$ cat config.mk
export PLATFORM = sky130hd
export DESIGN_NAME = rtrl_bank
export DESIGN_NICKNAME = d
export VERILOG_FILES = /design/src/rtrl_pkg.sv /design/src/rtrl_sync.sv /design/src/rtrl_bank.sv
export VERILOG_INCLUDE_DIRS = /design/src
export SDC_FILE = /design/constraint.sdc
export NUM_CORES = 1
export LEC_CHECK = 0
export BUFFER_PORTS_ARGS = -buffer_cell sky130_fd_sc_hd__buf_2
export CORE_ASPECT_RATIO = 1.1
export CORE_MARGIN = 3
export CORE_UTILIZATION = 55
export CTS_CLUSTER_SIZE = 12
export DETAILED_ROUTE_END_ITERATION = 8
export PLACE_DENSITY = 0.89
export SYNTH_ARGS = -nofsm -noshare
export SYNTH_HDL_FRONTEND = slang
export SYNTH_HIERARCHICAL = 1
export SYNTH_SLANG_ARGS = --single-unit
$ cat constraint.sdc
create_clock -name pclk -period 4.37 [get_ports pclk]
set_input_delay 0.6555 -clock pclk [delete_from_list [all_inputs] [get_ports pclk]]
set_output_delay 0.6555 -clock pclk [all_outputs]
set_load 0.02 [all_outputs]
$ cat src/rtrl_regs.svh
// Register offsets, field positions and reset values for the remap/status bank
`ifndef RTRL_REGS_SVH
`define RTRL_REGS_SVH
`define RTRL_IDX_CTRL        8'h04
`define RTRL_IDX_HOLD        8'h06
`define RTRL_IDX_TGT_ADDR    8'h07
`define RTRL_IDX_TGT_ALIAS   8'h08
`define RTRL_IDX_CRC_LO      8'h0A
`define RTRL_IDX_CRC_HI      8'h0B
`define RTRL_IDX_STATUS      8'h0C
`define RTRL_IDX_DESER_ADDR  8'h10
`define RTRL_IDX_IRQ_STAT    8'h11
`define RTRL_IDX_IRQ_MASK    8'h12
`define RTRL_CTRL_CRC_RST    5
`define RTRL_HOLD_BIT        0
`define RTRL_ST_LOST         4
`define RTRL_ST_SELFTEST     3
`define RTRL_ST_CLK          2
`define RTRL_ST_DES_ERR      1
`define RTRL_ST_LINK         0
`define RTRL_RST_BYTE        8'h00
`define RTRL_RST_ADDR7       7'h00
`define RTRL_RST_CNT         16'h0000
`endif

$ cat src/rtrl_pkg.sv
// Types shared by the remap/status bank
package rtrl_pkg;
    typedef struct packed {
        logic       psel;
        logic       penable;
        logic       pwrite;
        logic [7:0] paddr;
        logic [31:0] pwdata;
    } rtrl_apb_req_t;

    typedef struct packed {
        logic        pready;
        logic        pslverr;
        logic [31:0] prdata;
    } rtrl_apb_rsp_t;

    typedef struct packed {
        logic       valid;
        logic [6:0] addr;
    } rtrl_xact_t;

    typedef struct packed {
        logic       valid;
        logic       blocked;
        logic [6:0] addr;
    } rtrl_fwd_t;
endpackage

$ cat src/rtrl_sync.sv
// Three-stage input synchroniser, change accepted when stages two and three agree
`timescale 1ns/1ps
module rtrl_sync #(
    parameter int W = 1
) (
    input  wire logic         pclk,
    input  wire logic         presetn,
    input  wire logic [W-1:0] din,
    output logic      [W-1:0] dout
);
    logic [W-1:0] s1_q, s2_q, s3_q, out_q;
    logic [W-1:0] out_d;

    always_comb
    begin
        out_d = out_q;
        for (int i = 0; i < W; i++)
        begin
            if (s2_q[i] == s3_q[i])
            begin
                out_d[i] = s3_q[i];
            end
        end
    end

    always_ff @(posedge pclk or negedge presetn)
    begin
        if (!presetn)
        begin
            s1_q  <= '0;
            s2_q  <= '0;
            s3_q  <= '0;
            out_q <= '0;
        end
        else
        begin
            s1_q  <= din;
            s2_q  <= s1_q;
            s3_q  <= s2_q;
            out_q <= out_d;
        end
    end

    assign dout = out_q;
endmodule

$ cat src/rtrl_bank.sv
// Remote target remap and link status register bank with APB slave
//
// Our own choice: the APB register port.
`timescale 1ns/1ps
`include "rtrl_regs.svh"
module rtrl_bank (
    input  wire logic                  pclk,
    input  wire logic                  presetn,
    input  wire rtrl_pkg::rtrl_apb_req_t apb_req,
    output rtrl_pkg::rtrl_apb_rsp_t    apb_rsp,
    input  wire logic                  rx_lock,
    input  wire logic [6:0]            chan_deser_addr,
    input  wire logic                  chan_addr_valid,
    input  wire logic                  link_detect_pin,
    input  wire logic                  hdmi_clock_pin,
    input  wire logic                  crc_err_pulse,
    input  wire logic                  selftest_active,
    input  wire logic                  selftest_restart,
    input  wire rtrl_pkg::rtrl_xact_t  xact_in,
    output rtrl_pkg::rtrl_fwd_t        xact_out,
    output logic [6:0]                 remote_deser_address,
    output logic                       irq
);
    import rtrl_pkg::*;

    logic [1:0] pins_s;
    logic       link_s, hdmi_clock_present;
    rtrl_sync #(.W(2)) u_sync (
        .pclk    (pclk),
        .presetn (presetn),
        .din     ({hdmi_clock_pin, link_detect_pin}),
        .dout    (pins_s)
    );
    assign link_s             = pins_s[0];
    assign hdmi_clock_present = pins_s[1];

    function automatic logic [6:0] addr7(input logic [7:0] b);
        return b[7:1];
    endfunction

    // Byte address of a word-wide register index
    function automatic logic [7:0] badr(input logic [7:0] idx);
        return {idx[5:0], 2'b00};
    endfunction

    logic        wr_en, rd_en, hit;
    logic        crc_rst;
    logic        address_hold_bit_q, address_hold_bit_d;
    logic [6:0]  deser_q, deser_d;
    logic [6:0]  tgt_q, tgt_d;
    logic [6:0]  alias_q, alias_d;
    logic [15:0] cnt_q, cnt_d;
    logic        lost_q, lost_d, st_q, st_d, des_q, des_d, link_q;
    logic [4:0]  ists_q, ists_d, imask_q, imask_d, ev;
    logic [31:0] rdata_q, rdata_d;
    logic        err_q, err_d;
    logic [7:0]  status_b;
    logic        link_fall;
    rtrl_fwd_t   fwd_q, fwd_d;

    assign wr_en   = apb_req.psel && apb_req.penable && apb_req.pwrite;
    assign rd_en   = apb_req.psel && apb_req.penable && !apb_req.pwrite;
    assign crc_rst = wr_en && (apb_req.paddr == badr(`RTRL_IDX_CTRL))
                     && apb_req.pwdata[`RTRL_CTRL_CRC_RST];
    assign link_fall = link_q && !link_s;

    always_comb
    begin
        status_b = `RTRL_RST_BYTE;
        status_b[`RTRL_ST_LOST]     = lost_q;
        status_b[`RTRL_ST_SELFTEST] = st_q;
        status_b[`RTRL_ST_CLK]      = hdmi_clock_present;
        status_b[`RTRL_ST_DES_ERR]  = des_q;
        status_b[`RTRL_ST_LINK]     = link_s;
    end

    always_comb
    begin
        address_hold_bit_d = address_hold_bit_q;
        deser_d = deser_q;
        tgt_d   = tgt_q;
        alias_d = alias_q;
        imask_d = imask_q;
        if (wr_en)
        begin
            unique case (apb_req.paddr)
                badr(`RTRL_IDX_HOLD):
                    address_hold_bit_d = apb_req.pwdata[`RTRL_HOLD_BIT];
                badr(`RTRL_IDX_DESER_ADDR): deser_d = addr7(apb_req.pwdata[7:0]);
                badr(`RTRL_IDX_TGT_ADDR):   tgt_d   = addr7(apb_req.pwdata[7:0]);
                badr(`RTRL_IDX_TGT_ALIAS):  alias_d = addr7(apb_req.pwdata[7:0]);
                badr(`RTRL_IDX_IRQ_MASK):   imask_d = apb_req.pwdata[4:0];
                default:;
            endcase
        end
        else if (rx_lock && chan_addr_valid && !address_hold_bit_q)
        begin
            deser_d = chan_deser_addr;
        end
    end

    always_comb
    begin
        cnt_d = cnt_q;
        if (crc_rst)
        begin
            cnt_d = `RTRL_RST_CNT;
        end
        else if (crc_err_pulse && cnt_q != 16'hFFFF)
        begin
            cnt_d = cnt_q + 16'h0001;
        end
        lost_d = lost_q;
        if (link_fall)
        begin
            lost_d = 1'b1;
        end
        else if (crc_rst)
        begin
            lost_d = 1'b0;
        end
        st_d = st_q;
        if (link_fall || selftest_restart || crc_rst)
        begin
            st_d = 1'b0;
        end
        else if (crc_err_pulse && selftest_active)
        begin
            st_d = 1'b1;
        end
        des_d = des_q;
        if (link_fall || crc_rst)
        begin
            des_d = 1'b0;
        end
        else if (crc_err_pulse && !selftest_active)
        begin
            des_d = 1'b1;
        end
    end

    always_comb
    begin
        ev = {link_fall, crc_err_pulse && selftest_active, 1'b0,
              crc_err_pulse && !selftest_active, 1'b0};
        ists_d = ists_q;
        // Clear only what the read returned; events after setup survive
        if (rd_en && apb_req.paddr == badr(`RTRL_IDX_IRQ_STAT))
        begin
            ists_d = ists_q & ~rdata_q[4:0];
        end
        ists_d = ists_d | ev;
    end

    always_comb
    begin
        hit     = 1'b1;
        rdata_d = rdata_q;
        err_d   = 1'b0;
        if (apb_req.psel && !apb_req.penable)
        begin
            rdata_d = '0;
            unique case (apb_req.paddr)
                badr(`RTRL_IDX_CTRL):       rdata_d = '0;
                badr(`RTRL_IDX_HOLD):       rdata_d[0] = address_hold_bit_q;
                badr(`RTRL_IDX_DESER_ADDR): rdata_d[7:1] = deser_q;
                badr(`RTRL_IDX_TGT_ADDR):   rdata_d[7:1] = tgt_q;
                badr(`RTRL_IDX_TGT_ALIAS):  rdata_d[7:1] = alias_q;
                badr(`RTRL_IDX_CRC_LO):     rdata_d[7:0] = cnt_q[7:0];
                badr(`RTRL_IDX_CRC_HI):     rdata_d[7:0] = cnt_q[15:8];
                badr(`RTRL_IDX_STATUS):     rdata_d[7:0] = status_b;
                badr(`RTRL_IDX_IRQ_STAT):   rdata_d[4:0] = ists_q;
                badr(`RTRL_IDX_IRQ_MASK):   rdata_d[4:0] = imask_q;
                default:                       hit = 1'b0;
            endcase
            err_d = !hit;
        end
        else if (apb_req.psel)
        begin
            err_d = err_q;
        end
    end

    always_comb
    begin
        fwd_d = '0;
        if (xact_in.valid)
        begin
            fwd_d.valid = 1'b1;
            fwd_d.addr  = xact_in.addr;
            if (alias_q != `RTRL_RST_ADDR7 && xact_in.addr == alias_q)
            begin
                fwd_d.addr    = tgt_q;
                fwd_d.blocked = (tgt_q == `RTRL_RST_ADDR7);
            end
        end
    end

    always_ff @(posedge pclk or negedge presetn)
    begin
        if (!presetn)
        begin
            address_hold_bit_q <= 1'b0;
            deser_q <= `RTRL_RST_ADDR7;
            tgt_q   <= `RTRL_RST_ADDR7;
            alias_q <= `RTRL_RST_ADDR7;
            cnt_q   <= `RTRL_RST_CNT;
            lost_q  <= 1'b0;
            st_q    <= 1'b0;
            des_q   <= 1'b0;
            link_q  <= 1'b0;
            ists_q  <= '0;
            imask_q <= '0;
            rdata_q <= '0;
            err_q   <= 1'b0;
            fwd_q   <= '0;
        end
        else
        begin
            address_hold_bit_q <= address_hold_bit_d;
            deser_q <= deser_d;
            tgt_q   <= tgt_d;
            alias_q <= alias_d;
            cnt_q   <= cnt_d;
            lost_q  <= lost_d;
            st_q    <= st_d;
            des_q   <= des_d;
            link_q  <= link_s;
            ists_q  <= ists_d;
            imask_q <= imask_d;
            rdata_q <= rdata_d;
            err_q   <= err_d;
            fwd_q   <= fwd_d;
        end
    end

    assign apb_rsp.pready  = 1'b1;
    assign apb_rsp.pslverr = apb_req.psel && apb_req.penable && err_q;
    assign apb_rsp.prdata  = rdata_q;
    assign xact_out             = fwd_q;
    assign remote_deser_address = deser_q;
    assign irq                  = |(ists_q & imask_q);
endmodule

==> results.toml <==
[critical_path]
crit_chain = "buf_2 -> nor4_2 -> buf_4 -> and4_1 -> or4_1 -> o21ai_0"
worstSetupPathType = "in -> reg"
start_kind = "input port"
slowest_delay_ns = 0.58
worstPathArrival_ns = 2.44
crit_required_ns = 4.64
cp-end-kind = "register"
cp_max_fo = 23
slowest_stage = "or4_1"

[global_route]
grt_overflow = 0
grt_max_degree = 79
antenna_found_initial = 0
grt_pass1_vias = 3306
grt_pass1_wl_um = 16200
track_usage = 0.236

[logic_synthesis]
synthFlopType = "dfrtp_1"
synth_top_cell_by_area = "dfrtp_1"
synth_top_family_by_area = "simple AND/OR/NAND/NOR gates"
yosys.area_share.simple = 0.201
yosys_warnings = 6
ys_seq_elements = 78
muxShareOfSynthArea = 0.0747
synth_area_um2 = 4240
syn_avg_cell_area_um2 = 9.99
yosys.area_share.adder = 0.00827
synthXorXnorAreaFrac = 0.0372
synth_area_leaders = "dfrtp_1, mux2_2, buf_4"
yosysUniqueCellTypes = 63
ys_seq_area_frac = 0.461
synth_top_area_frac = 0.461
synth_compound_area_frac = 0.143
synth_edf_count = 0
syn_inst = 424
async_flop_share = 1.00

[placement]
dp.cells = 574
place_area_um2 = 4500
gp_congestion = 0.955
portBuffers = 68
dp.final_hpwl_um = 7260

[cts]
postCtsSetupBuffers = 0
path_clk_slew_ns = 0.08
hold_buffers = 0
post_cts_resized = 0
root_buffer = "clkbuf_8"
ctsLongestPathBuffers = 2
cts_made_buffers = 9
cts_sinks = 78
htree_num_levels = 3
clk_latency_ns = 0.35
cts_tree = "done"

[run_status]
status = "finished clean"

[route]
drcViolationCount = 0
num_vias = 3517
vias_per_cell = 5.96
routed_wl_um = 10100
antenna_left = 0
drt_iter0_markers = 264
first_pass_iters = 6
post_drt_wl_per_cell_um = 17.1

[timing]
setup_viol = 0
slew-limit-headroom = 0.360
finalCritPeriodShare = 0.497
rsz0062_at_grt = "no"
skew_ns = 0.00541
max_freq_mhz = 461
holdWs_ns = 0.354
period_needed_ns = 2.17
worstMarginPinSlew_ns = 0.961
tns_ns = 0
hold_violations = 0
drv_slew = 0

[layout]
drive_gt1_frac = 0.250
fill_cells = 543
final_nets = 551
final_util = 0.654
area_delta_synth_final_pct = 11.8
antenna_cells = 0
layout_common_cells = "dfrtp_1, buf_2, nand2_1"
fin_cells = 590
stdcell_area_um2 = 4740
layout_commonest_cell = "dfrtp_1"

[pwr]
p_per_area_nw_per_um2 = 365
leakage_nw = 2.17
irDropWorstVdd_v = 0.000243

[floorplan]
boundaryPins = 118
die_w_um = 89.7
fp.coreArea_um2 = 7250
rows = 32
fp.dieH_um = 98.0
start_util = 0.584
dieArea_um2 = 8790

[min_path]
min_path_type = "reg -> reg"

[job]
cap_viol_max_count = 0
## logic make-up (layout without fill, tap and decap cells)
logic type      Yosys count  in the layout
other cells               2             25
fa+ha+maj                 3              3
simple gates            160            160
mux                      29             29
buf+inv                  47             88
xor+xnor                 18             18
flops                    78             78
compound gates           87             87
## worst max-delay path: cells and delay by family
kind	cells	cell delay, ns
buffers and inverters	2	0.59
and+or+nand+nor	3	1.11
AOI/OAI and AO/OA	1	0.08
## sequential cells by signal, indices dropped and copies added, names as in the netlist, 2 cells and up
register and count:
alias_q 7, cnt_q 16, imask_q 5, ists_q 5
rdata_q 8, remote_deser_address 7, tgt_q 7, u_sync/dout 2
u_sync/s1_q 2, u_sync/s2_q 2, u_sync/s3_q 2, xact_out 9
## path summary, 6_finish.rpt
kind,start,cells past startpoint,end,slack (ns)
max in group asynchronous,presetn,1,err_q$_DFFE_PN0P_,3.30
worst min-delay path,u_sync/s1_q[0]$_DFF_PN0_,0,u_sync/s2_q[0]$_DFF_PN0_,0.35
worst max register to register,alias_q[0]$_DFFE_PN0P_,4,xact_out[6]$_DFF_PN0_,2.48
min in group asynchronous,presetn,1,u_sync/s2_q[0]$_DFF_PN0_,0.44
worst max-delay path,apb_req[35],6,cnt_q[7]$_DFFE_PN0P_,2.20
worst min register to register,u_sync/s1_q[0]$_DFF_PN0_,0,u_sync/s2_q[0]$_DFF_PN0_,0.35
## synthesized netlist by cell type (5+ instances only)
master	instances
a21oi_1	10
a22oi_1	10
a31oi_1	7
and3_1	7
buf_2	9
buf_4	26
clkbuf_1	6
dfrtp_1	78
mux2_2	21
mux2i_1	8
nand2_1	51
nand3_1	21
nand4_1	6
nor2_1	31
nor2b_1	5
nor3_1	5
nor4_1	5
o21ai_0	25
xnor2_1	5
xor2_1	13
## through the flow
stage	total power (W)	worst slack [ns]
4_1_cts	0.00173	2.24
2_1_floorplan	0.00103	2.45
5_1_grt	0.00181	2.10
3_5_place_dp	0.00112	1.87
3_3_place_gp	0.00110	1.90
6_report	0.00173	2.20
## area by class of cell
| cell class | count | area, µm² | area share |
|---|---|---|---|
| clock buffers | 13 | 169 | 0.0357 |
| clock inverters | 3 | 65.1 | 0.0137 |
| inverters | 3 | 11.3 | 0.00238 |
| multi-input cells | 322 | 2060 | 0.435 |
| flip-flops and latches | 78 | 1950 | 0.412 |
| well taps | 102 | 128 | 0.0269 |
| repair buffers | 69 | 350 | 0.0740 |
## routing by layer
metal	routed length, µm	GRT usage	up-vias	share of wire
li1	-	-	1590	-
met1	4260	0.340	1687	0.42
met2	4590	0.345	209	0.45
met3	983	0.0447	31	0.097
met4	265	0.101	0	0.026
met5	0	0	-	0
## power by group
part	internal, W	switching (W)
combinational	0.0000956	0.000165
clock	0.000368	0.000256
sequential	0.000778	0.0000669
No activity file was read; power rests on OpenSTA's default activity.
